### config.mk
export PLATFORM = sky130hd
export DESIGN_NAME = tdsr_status_regs
export DESIGN_NICKNAME = d
export VERILOG_FILES = /design/src/tdsr_pkg.sv /design/src/tdsr_safe_cnt.sv /design/src/tdsr_wd_cnt.sv /design/src/tdsr_status_regs.sv
export SDC_FILE = /design/constraint.sdc
export NUM_CORES = 1
export LEC_CHECK = 0
export ABC_AREA = 1
export BUFFER_PORTS_ARGS = -buffer_cell sky130_fd_sc_hd__buf_2
export CORE_MARGIN = 2
export CORE_UTILIZATION = 45
export DETAILED_ROUTE_END_ITERATION = 8
export PLACE_DENSITY = 0.77
export SETUP_SLACK_MARGIN = 0.1
export SLEW_MARGIN = 25
export SYNTH_ARGS = -nofsm -noshare
export SYNTH_HDL_FRONTEND = slang
export SYNTH_SLANG_ARGS = --single-unit
### constraint.sdc
create_clock -name CLK_IN -period 1.4 [get_ports CLK_IN]
set_input_delay 0.21 -clock CLK_IN [delete_from_list [all_inputs] [get_ports CLK_IN]]
set_output_delay 0.21 -clock CLK_IN [all_outputs]
set_load 0.01 [all_outputs]
### src/tdsr_pkg.sv
package tdsr_pkg;

  localparam logic [6:0] THERMAL_EVENT_FLAGS_ADDR = 7'h41;
  localparam logic [6:0] DEVICE_INFORMATION_FLAGS_ADDR = 7'h42;
  localparam logic [15:0] REG_RESET_VAL = 16'h0000;

  // Thermal register field positions
  localparam int PREWARN_BIT = 0;
  localparam int LEVEL_ONE_BIT = 1;
  localparam int LEVEL_TWO_BIT = 2;
  localparam int SAFE_STATE_BIT = 3;

  // Device information field positions
  localparam int FAILURE_BIT = 0;
  localparam int INVALID_CMD_BIT = 1;
  localparam int WD_CNT_LO = 2;
  localparam int DEV_MODE_BIT = 4;
  localparam int PRIOR_MODE_LO = 6;
  localparam int CRC_FAIL_BIT = 8;
  localparam int CRC_STAT_BIT = 9;

  localparam logic [1:0] PRIOR_CLEARED = 2'h0;
  localparam logic [1:0] PRIOR_RESTART = 2'h1;
  localparam logic [1:0] PRIOR_SLEEP = 2'h2;
  localparam logic [1:0] WD_CNT_MAX = 2'h3;

  localparam int SAFE_STATE_EVENTS = 16;
  localparam int SAFE_WAIT_S = 64;
  localparam int EVENT_CNT_W = 5;

  // Hardware events, one-cycle pulses unless noted
  typedef struct packed {
    logic prewarn;
    logic level_one;
    logic level_two;
    logic level_two_clear;
    logic wd_expired;
    logic wd_clear;
    logic logic_uv;
    logic failsafe_wake;
    logic sleep_no_wake;
    logic sleep_entry;
    logic crc_fail;
    logic crc_static_seq;
    logic invalid_cmd;
    logic device_fail;
  } tdsr_events_t;

  typedef struct packed {
    logic valid;
    logic write;
    logic [6:0] addr;
    logic [15:0] wdata;
  } tdsr_access_t;

  typedef enum logic [1:0] {
    TDSR_RST_NONE,
    TDSR_RST_POR,
    TDSR_RST_SOFT,
    TDSR_RST_RESTART
  } tdsr_rst_t;

endpackage : tdsr_pkg

### src/tdsr_safe_cnt.sv
`timescale 1ns/1ps
// Counts consecutive level-two shutdowns; safe state past the threshold
module tdsr_safe_cnt #(
  parameter int THRESHOLD = tdsr_pkg::SAFE_STATE_EVENTS
) (
  input wire logic clk_in,
  input wire logic rst_in,
  input wire logic clr_in,
  input wire logic event_in,
  input wire logic break_in,
  output logic safe_out
);
  logic [tdsr_pkg::EVENT_CNT_W-1:0] cnt_ff;
  localparam logic [tdsr_pkg::EVENT_CNT_W-1:0] TH_W =
    tdsr_pkg::EVENT_CNT_W'(THRESHOLD);

  always_ff @(posedge clk_in or posedge rst_in) begin
    if (rst_in) begin
      cnt_ff <= '0;
    end else if (clr_in || break_in) begin
      cnt_ff <= '0;
    end else if (event_in && cnt_ff <= TH_W) begin
      cnt_ff <= cnt_ff + 1'b1;
    end
  end

  // Saturates one past threshold, i.e. more than 16 events
  assign safe_out = event_in && (cnt_ff >= TH_W);
endmodule : tdsr_safe_cnt

### src/tdsr_wd_cnt.sv
`timescale 1ns/1ps
module tdsr_wd_cnt (
  input wire logic clk_in,
  input wire logic rst_in,
  input wire logic clr_in,
  input wire logic fail_in,
  input wire logic auto_clr_in,
  output logic [1:0] cnt_out
);
  logic [1:0] cnt_ff;

  always_ff @(posedge clk_in or posedge rst_in) begin
    if (rst_in) begin
      cnt_ff <= '0;
    end else if (clr_in) begin
      cnt_ff <= '0;
    end else if (fail_in && cnt_ff != tdsr_pkg::WD_CNT_MAX) begin
      cnt_ff <= cnt_ff + 2'h1;
    end else if (auto_clr_in && !fail_in) begin
      cnt_ff <= '0;
    end
  end

  assign cnt_out = cnt_ff;
endmodule : tdsr_wd_cnt

### src/tdsr_status_regs.sv
`timescale 1ns/1ps
// What this block does
// Thermal register bits 15:4 always read zero.
// More than 16 consecutive level-two shutdowns set safe flag, 64 s wait.
// Level-two overtemperature sets bit 2 and requests fail-safe mode.
// Level-one overtemperature sets bit 1, disables affected module only.
// Thermal pre-warning sets bit 0.
// Thermal flags stay set until read-clear or reset.
// Power-on/soft reset zero both; restart keeps flag bits.
// Device information bits 15:10 always read zero.
// Bit 9 shows checksum protection enabled.
// Bit 8 sets on checksum failure, not on static enable sequence.
// Prior-mode field 7:6: 00 cleared, 01 restart, 10 sleep.
// Watchdog, shutdown, undervoltage or fail-safe wake write restart code.
// Sleep request without wake source also writes restart code.
// Bit 4 shows software development mode.
// Bits 3:2 count watchdog failures, saturating at three.
// Only the watchdog counter is cleared by the device itself.
// Invalid serial command sets bit 1.
// Invalid-command flag clears only by a device-information read or a reset.
// Device failure sets bit 0.
// Device information read ignores checksum; checksum bits always readable.
// Read-clear fields return value then clear; others unaffected by reads.
module tdsr_status_regs (
  input wire logic CLK_IN,
  input wire logic SYS_RST_IN,
  input wire tdsr_pkg::tdsr_rst_t RST_KIND_IN,
  input wire tdsr_pkg::tdsr_events_t EVENTS_IN,
  input wire tdsr_pkg::tdsr_access_t ACCESS_IN,
  input wire logic ACCESS_CRC_OK_IN,
  input wire logic CRC_ENABLED_IN,
  input wire logic DEV_MODE_IN,
  output logic [15:0] RDATA_OUT,
  output logic RDATA_VALID_OUT,
  output logic ACCESS_REJECT_OUT,
  output logic FAILSAFE_REQ_OUT,
  output logic MODULE_DISABLE_OUT,
  output logic LONG_WAIT_OUT
);

  ////////////////////////////////////////////////////////////////////////
  logic [3:0] therm_ff;
  logic crc_fail_ff;
  logic [1:0] prior_ff;
  logic invalid_ff;
  logic failure_ff;
  logic long_wait_ff;
  logic [1:0] wd_cnt;
  logic safe_evt;
  logic soft_clr;
  logic rd_therm;
  logic rd_dev;
  logic wr_dev;
  logic dev_accept;
  logic restart_evt;

  // Soft reset zeros everything; restart leaves flags alone
  assign soft_clr = (RST_KIND_IN == tdsr_pkg::TDSR_RST_POR) ||
                    (RST_KIND_IN == tdsr_pkg::TDSR_RST_SOFT);

  function automatic logic hit(input tdsr_pkg::tdsr_access_t a,
                               input logic [6:0] addr);
    hit = a.valid && (a.addr == addr);
  endfunction : hit

  // Checksum field ignored for device information reads
  assign dev_accept = hit(ACCESS_IN,
                          tdsr_pkg::DEVICE_INFORMATION_FLAGS_ADDR);
  // Writes to the thermal register must not clear its flags
  assign rd_therm = hit(ACCESS_IN, tdsr_pkg::THERMAL_EVENT_FLAGS_ADDR) &&
                    ACCESS_CRC_OK_IN && !ACCESS_IN.write;
  assign rd_dev = dev_accept && !ACCESS_IN.write;
  assign wr_dev = dev_accept && ACCESS_IN.write;
  assign ACCESS_REJECT_OUT = ACCESS_IN.valid && !ACCESS_CRC_OK_IN &&
                             !dev_accept;

  ////////////////////////////////////////////////////////////////////////
  tdsr_safe_cnt #(
    .THRESHOLD(tdsr_pkg::SAFE_STATE_EVENTS)
  ) u_safe (
    .clk_in(CLK_IN),
    .rst_in(SYS_RST_IN),
    .clr_in(soft_clr),
    .event_in(EVENTS_IN.level_two),
    .break_in(EVENTS_IN.level_two_clear),
    .safe_out(safe_evt)
  );

  // Set beats read-clear on every thermal flag
  always_ff @(posedge CLK_IN or posedge SYS_RST_IN) begin
    if (SYS_RST_IN) begin
      therm_ff <= '0;
    end else if (soft_clr) begin
      therm_ff <= '0;
    end else begin
      therm_ff <= (rd_therm ? 4'h0 : therm_ff) |
                  {safe_evt,
                   EVENTS_IN.level_two,
                   EVENTS_IN.level_one,
                   EVENTS_IN.prewarn};
    end
  end

  always_ff @(posedge CLK_IN or posedge SYS_RST_IN) begin
    if (SYS_RST_IN) begin
      long_wait_ff <= 1'b0;
    end else if (soft_clr || EVENTS_IN.level_two_clear) begin
      long_wait_ff <= 1'b0;
    end else if (safe_evt) begin
      long_wait_ff <= 1'b1;
    end
  end

  // Shutdown consequences, outside this block's timers
  assign FAILSAFE_REQ_OUT = EVENTS_IN.level_two;
  assign MODULE_DISABLE_OUT = EVENTS_IN.level_one;
  assign LONG_WAIT_OUT = long_wait_ff;

  ////////////////////////////////////////////////////////////////////////
  tdsr_wd_cnt u_wd (
    .clk_in(CLK_IN),
    .rst_in(SYS_RST_IN),
    .clr_in(soft_clr),
    .fail_in(EVENTS_IN.wd_expired),
    .auto_clr_in(EVENTS_IN.wd_clear),
    .cnt_out(wd_cnt)
  );

  assign restart_evt = EVENTS_IN.wd_expired || EVENTS_IN.level_two ||
                       EVENTS_IN.logic_uv || EVENTS_IN.failsafe_wake ||
                       EVENTS_IN.sleep_no_wake;

  // Restart cause wins over sleep and over the clearing access
  always_ff @(posedge CLK_IN or posedge SYS_RST_IN) begin
    if (SYS_RST_IN) begin
      prior_ff <= tdsr_pkg::PRIOR_CLEARED;
    end else if (soft_clr) begin
      prior_ff <= tdsr_pkg::PRIOR_CLEARED;
    end else if (restart_evt) begin
      prior_ff <= tdsr_pkg::PRIOR_RESTART;
    end else if (EVENTS_IN.sleep_entry) begin
      prior_ff <= tdsr_pkg::PRIOR_SLEEP;
    end else if (rd_dev || wr_dev) begin
      prior_ff <= tdsr_pkg::PRIOR_CLEARED;
    end
  end

  always_ff @(posedge CLK_IN or posedge SYS_RST_IN) begin
    if (SYS_RST_IN) begin
      crc_fail_ff <= 1'b0;
      invalid_ff <= 1'b0;
      failure_ff <= 1'b0;
    end else if (soft_clr) begin
      crc_fail_ff <= 1'b0;
      invalid_ff <= 1'b0;
      failure_ff <= 1'b0;
    end else begin
      crc_fail_ff <= (crc_fail_ff && !rd_dev) ||
                     (EVENTS_IN.crc_fail && !EVENTS_IN.crc_static_seq);
      invalid_ff <= (invalid_ff && !rd_dev) || EVENTS_IN.invalid_cmd;
      failure_ff <= (failure_ff && !rd_dev) || EVENTS_IN.device_fail;
    end
  end

  ////////////////////////////////////////////////////////////////////////
  // Read data registered so it stands for the frame's answer
  always_ff @(posedge CLK_IN or posedge SYS_RST_IN) begin
    if (SYS_RST_IN) begin
      RDATA_OUT <= tdsr_pkg::REG_RESET_VAL;
      RDATA_VALID_OUT <= 1'b0;
    end else begin
      RDATA_VALID_OUT <= rd_therm || rd_dev;
      if (rd_therm) begin
        RDATA_OUT <= {12'h000, therm_ff};
      end else if (rd_dev) begin
        RDATA_OUT <= {6'h00,
                      CRC_ENABLED_IN,
                      crc_fail_ff, prior_ff, 1'b0,
                      DEV_MODE_IN,
                      wd_cnt, invalid_ff, failure_ff};
      end
    end
  end
endmodule : tdsr_status_regs

== After elaboration in Yosys (flattened, before gate mapping) ==
Cells that the tools add are included.
Storage, ports and cells
  flip-flop bits (word level): 34
  bits of input ports: 46
  output and inout bits: 21
  logic and storage cells: 76
Operators by class
  add/sub/neg operators: 2
  order comparisons: 2
  equality and inequality tests: 5
  mux-type cells: 18
  bitwise operators: 1
  reductions and logical operators: 38
Operators with widths (number)
  two-way mux 16 bit: 2
  logical AND 1 bit: 16
  equality test 7 bit (second input constant): 2
  two-way mux 2 bit: 7
  logical OR 1 bit: 11
  two-way mux 5 bit: 2
  two-way mux 4 bit: 2
  logical NOT 1 bit: 6
  nonzero test 2 bit: 3
  adder 5 x 1 -> 5 bit (second input constant): 1
  greater-or-equal comparator 5 bit (second input constant): 1
  less-or-equal comparator 5 bit (second input constant): 1
  two-way mux 1 bit: 5
  OR 4 bit: 1
  nonzero test 4 bit: 1
  nonzero test 3 bit: 1
  adder 2 x 1 -> 2 bit (second input constant): 1
  equality test 2 x 1 -> 1 bit (second input constant): 1
  equality test 2 bit (second input constant): 1
  inequality test 2 bit (second input constant): 1

== Logic depth before layout (Yosys ltp) ==
  word-level depth: 8
  depth in mapped cells: 8

== Cells and area by module ==
A second synthesis with hierarchy kept.
Unflattened totals
  cells, all modules: 184
  area total of the unflattened synthesis: 1511.4 µm²
By module, submodules not included
  tdsr_status_regs: instances 1, cells an instance 120, area each 1014.7 µm², seq. area each 500.5 µm²
  tdsr_safe_cnt: instances 1, cells an instance 48, area each 372.9 µm², seq. area each 125.1 µm²
  tdsr_wd_cnt: instances 1, cells an instance 16, area each 123.9 µm², seq. area each 50.0 µm²

== Least setup slack after synthesis ==
No wires, ideal clock.
  path kind: register -> register
  from: register u_wd.cnt_ff[0], in the netlist u_wd.cnt_out[0]
  to: register u_wd.cnt_ff[1], in the netlist u_wd.cnt_out[1]
  arrival time: 1.157 ns
  required time: 1.320 ns
  slack: 0.163 ns
  cell stages (with the launch flop): 5
  buffers on the path: 0
  clock period less this slack: 1.237 ns
  cells stage by stage: dfrtp_1 -> ha_1 -> or2_1 -> or2_1 -> o22ai_2
On the way
  word-level cells in the longest chain between the ends: 4
  elaborated cells between the ends (all ways): 6
  those cells by class: add/sub: 1; eq/ne: 1; mux: 2; reduce/logical: 2
RTL lines
  start: declaration: line tdsr_wd_cnt.sv:10  | logic [1:0] cnt_ff;
  start signal: assignment: line tdsr_wd_cnt.sv:18  | cnt_ff <= cnt_ff + 2'h1;
  parallel branches: the longest is 4 deep, another holds adder 2 x 1 -> 2 bit
Several ways; the timed one is not identified.
A chain may end at the register's enable or synchronous reset.

== Worst setup path in the final report ==
  from: register u_wd.cnt_ff[1], in the netlist u_wd.cnt_out[1]
  to: register u_wd.cnt_ff[0], in the netlist u_wd.cnt_out[0]
On the way
  word-level cells in the longest chain between the ends: 4
  elaborated cells between the ends (all ways): 5
  those cells by class: eq/ne: 1; mux: 2; reduce/logical: 2
RTL lines
  inequality test 2 bit (*): line tdsr_wd_cnt.sv:17  | end else if (fail_in && cnt_ff != tdsr_pkg::WD_CNT_MAX) begin
  logical AND 1 bit (*): line tdsr_wd_cnt.sv:17
  two-way mux 2 bit: line tdsr_wd_cnt.sv:17
  two-way mux 2 bit: line tdsr_wd_cnt.sv:15  | end else if (clr_in) begin
Mark *: on every way between the ends. The rest lies on a longest branch, timed or not.

==> summary by stage <==
Synth
The per-instance average area after synthesis is 8.24 um^2. Sorting the synthesized cells by area gives the leading types as sky130_fd_sc_hd__dfrtp_1 45%, sky130_fd_sc_hd__nand2_1 9.1%, sky130_fd_sc_hd__inv_1 7.0%. In this run the cell area of the synthesized design comes to 1490 um^2. Summed over its instances, the top area cell type makes up 45.3% of the synthesized netlist area. The most used flip-flop cell after synthesis is sky130_fd_sc_hd__dfrtp_1. The commonest cells after synthesis are 36 x sky130_fd_sc_hd__nand2_1, 28 x sky130_fd_sc_hd__inv_1, 27 x sky130_fd_sc_hd__dfrtp_1, 21 x sky130_fd_sc_hd__nor2_1, 20 x sky130_fd_sc_hd__nand3_1.

The share of async-settable or async-resettable flops after synthesis is 100%. The sequential share of the synthesized area is 45.3%. The most common cell in the synthesized netlist is sky130_fd_sc_hd__nand2_1.

The number of distinct library cell variants in the gate-level netlist after synthesis is 24. The number of enable-type register cells in the synthesized netlist is 0. The largest area contributor in the synthesized netlist is sky130_fd_sc_hd__dfrtp_1. The synthesized netlist cell count is 181. Yosys printed 0 warnings. In this run, synthesis produced a sequential element count of 27.

Critical path
In this run the worst path has a maximum fanout of 3. The critical register-to-register path startpoint is u_wd.cnt_out[1]. The slack of the worst reg-to-reg path is 0.13 ns. The worst register-to-register path has a depth of 4. The startpoint kind of the worst setup timing path is a register. The library cell appearing most often on the critical path is sky130_fd_sc_hd__or2_1. Traced cell by cell, the critical path runs through ha_2 > or2_1 > or2_1 > mux2i_1. The endpoint of the most critical register-to-register path is u_wd.cnt_out[0].

STA puts the critical path data required time at 1.66 ns. The start-to-end type of the worst setup path is register to register. The kind of cell with the highest combined delay on the critical path is simple AND/OR/NAND/NOR gates. The buffering stage count on the worst path with inverters included is 0.

The worst endpoint data arrival time is 1.53 ns. The biggest cell delay along the critical path is 0.43 ns. The cell with the biggest individual delay on the critical path is sky130_fd_sc_hd__dfrtp_1. The type of element capturing the critical path is a register.

Place
The congestion estimate from routability-driven global placement came to 0.751. The post-detailed-placement half-perimeter wirelength is 2.10 mm. In this run the tool buffered the top-level ports with 43 buffer cells. The worst slack at placement is 0.0938 ns.

Timing
The number of endpoints with negative hold slack in the final report is 0. Setup repair after global routing could not meet its margin everywhere. The final critical delay including setup and external delays is 1.27 ns. Across the routed clock network, the largest skew measured is 0.00709 ns. Derived from the worst setup path, the maximum achievable clock frequency is 790 MHz.

The final critical-path setup slack is 0.134 ns. The final cycle utilization of the critical path is 90.5%. After routing, the total negative slack on setup checks comes to 0 ns. The final max-slew violation count came to 0. The number of endpoints failing setup at the final stage is 0.

Routing
The via density per instance is 4.62. The post-detailed-route DRC marker count is 0. In this run the remaining antenna-violating nets after routing total 0. The final routed wirelength across all metal layers is 2.76 mm. In this run, the number of DRC markers left after iteration 0 of detailed routing was 23.

In the final routed layout, each cell accounts on average for 10.1 um. The first TritonRoute pass finished after 5 iterations. The detailed-route via count is 1266.

GRT
The initial antenna violation count was 0. After global routing the overflow that remains totals 0. The first-pass GRT wire length is 4.63 mm. The global-route total usage across every layer is 16.0%. Entering global routing, the biggest net connects 28 pins. The number of global-route vias before repair is 1107.

Floorplan
The starting density of the core is 48.1%. The floorplan die area is 3790 um^2. The core area is 3100 um^2. The die outline width is 61.6 um.

The number of rows created at floorplan is 20. The vertical die dimension is 61.6 um. The I/O pin count is 67.

Final layout
In the final design database the tool counted 280 nets. The number of antenna diodes in the final layout is 0. Compared with the post-synthesis result, the final layout area differs by 20.1%. The share of layout cells above drive strength 1 is 29.6%.

Clocking
The TritonCTS clock tree is yes. The TritonCTS buffer count is 3. The clock passes through at most 2 buffers. After clock tree synthesis, the clock-pin slew on the worst setup and hold paths is 0.15 ns.

The clock latency at the later pin of the worst-skew pair is 0.33 ns. The clock net in this run drives a total of 27 sinks. CTS built an H-tree with a depth of 1. The clock root buffer is sky130_fd_sc_hd__clkbuf_4.

Min path
The worst hold path terminates at RDATA_OUT[9]. The launch instance of the worst min-delay path is CRC_ENABLED_IN. The cell depth of the worst min-delay path is 3. The min-delay analysis places its worst path in the category input port to register.

Pwr
The analysis attributes to cell leakage a power of 0.998 nW. The areal power density over the cells is 809 nW/um^2. The worst-case IR drop observed on VDD is 0.536 mV.

Outcome
The run finished with clean final reports.

Run
Max-cap violations in this run came to 0.
-- power breakdown --
group          internal, mW  switching (mW)
clock network         0.109           0.238
logic                 0.110           0.147
registers             0.822          0.0228
total                  1.04           0.408
-- kinds of logic after synthesis --
family          count (synthesis)  share of synthesized area, %
compound gates                 17                          6.46
fa+ha+maj                       3                          2.52
other cells                     1                         0.251
xor+xnor                        3                          1.76
buf+inv                        39                          13.1
flops                          27                          45.3
simple gates                   90                          30.0
mux                             1                         0.671
-- worst min-delay path, stage by stage --
cell and delay [ns]:
sky130_fd_sc_hd__buf_2 0.07, sky130_fd_sc_hd__nand2_1 0.04, sky130_fd_sc_hd__nand2_1 0.05
-- cells in the final DEF, fill, tap and decap left out --
cell / n
sky130_fd_sc_hd__ha_2: 1
sky130_fd_sc_hd__or2_1: 2
sky130_fd_sc_hd__nor2_4: 2
sky130_fd_sc_hd__a21oi_1: 9
sky130_fd_sc_hd__o21ai_1: 2
sky130_fd_sc_hd__nand2_1: 34
sky130_fd_sc_hd__dfrtp_1: 27
sky130_fd_sc_hd__nor2_1: 21
sky130_fd_sc_hd__nand3_4: 2
sky130_fd_sc_hd__buf_2: 43
sky130_fd_sc_hd__o21ai_0: 4
sky130_fd_sc_hd__o22ai_2: 1
sky130_fd_sc_hd__inv_2: 1
sky130_fd_sc_hd__nand3_1: 20
sky130_fd_sc_hd__mux2i_1: 1
sky130_fd_sc_hd__nor3_2: 1
sky130_fd_sc_hd__a21oi_2: 1
sky130_fd_sc_hd__buf_4: 5
sky130_fd_sc_hd__nor2_8: 1
sky130_fd_sc_hd__ha_1: 2
sky130_fd_sc_hd__clkbuf_4: 3
sky130_fd_sc_hd__nor2_2: 2
sky130_fd_sc_hd__dlygate4sd3_1: 1
sky130_fd_sc_hd__nor4_1: 1
sky130_fd_sc_hd__nand2_4: 1
sky130_fd_sc_hd__clkinvlp_4: 1
sky130_fd_sc_hd__nand2_2: 3
sky130_fd_sc_hd__nand3b_1: 1
sky130_fd_sc_hd__conb_1: 7
sky130_fd_sc_hd__inv_1: 27
sky130_fd_sc_hd__xor2_1: 3
-- how the worst max path moves through the flow --
stage                            to  depth (start not counted)       startpoint  slack [ns]
finish              u_wd.cnt_out[0]                          4  u_wd.cnt_out[1]        0.13
global route        u_wd.cnt_out[0]                          4  u_wd.cnt_out[1]        0.06
CTS                 u_wd.cnt_out[0]                          4  u_wd.cnt_out[0]        0.11
detailed placement  u_wd.cnt_out[0]                          4  u_wd.cnt_out[0]        0.09
global placement    u_wd.cnt_out[1]                          4  u_wd.cnt_out[0]        0.12
floorplan           u_wd.cnt_out[1]                          4  u_wd.cnt_out[0]        0.16
-- per-layer routing --
metal,GRT usage (%),up-vias,share of wire [%]
met5,0,-,0
li1,-,650,-
met2,27.7,37,48
met3,3.78,6,5.3
met4,0.912,0,0.40
met1,21.4,573,46
-- repair_timing --
action / in CTS / in global routing
buffers inserted: 1 / 1
hold buffers: 1 / 0
setup endpoints to repair: 5 / 7
pin swaps: 1 / 1
gates cloned: 0 / 1
gates resized for setup: 1 / 6
hold endpoints to repair: 27 / 0
-- registers in the layout (all words and copies together) (netlist names) --
name	count
failure_ff	1
LONG_WAIT_OUT	1
RDATA_VALID_OUT	1
RDATA_OUT	9
prior_ff	2
invalid_ff	1
u_safe.cnt_ff	5
therm_ff	4
u_wd.cnt_out	2
crc_fail_ff	1
-- stage by stage --
| stage | cells | cell area (um^2) | util (%) | hold WS (ns) | power, mW |
|---|---|---|---|---|---|
| after floorplan | 187 | 1510 | - | 0.263 | 1.02 |
| after global placement | 266 | 1720 | 55.3 | 0.286 | 1.10 |
| after detailed placement | 266 | 1720 | 55.3 | 0.287 | 1.10 |
| after CTS | 272 | 1770 | 56.9 | 0.0582 | 1.45 |
| after global routing | 274 | 1790 | 57.7 | 0.0592 | 1.54 |
| final | 274 | 1790 | 57.7 | 0.0629 | 1.45 |
-- area by class of cell --
| type | count | area [um^2] |
|---|---|---|
| Timing Repair Buffer | 49 | 263 |
| Clock buffer | 3 | 22.5 |
| Sequential cell | 27 | 676 |
| Fill cell | 316 | 1310 |
| Tap cell | 44 | 55.1 |
| Multi-Input combinational cell | 122 | 662 |
| Inverter | 28 | 105 |
| Clock inverter | 1 | 7.51 |
Power figures use the tool's default switching activity.
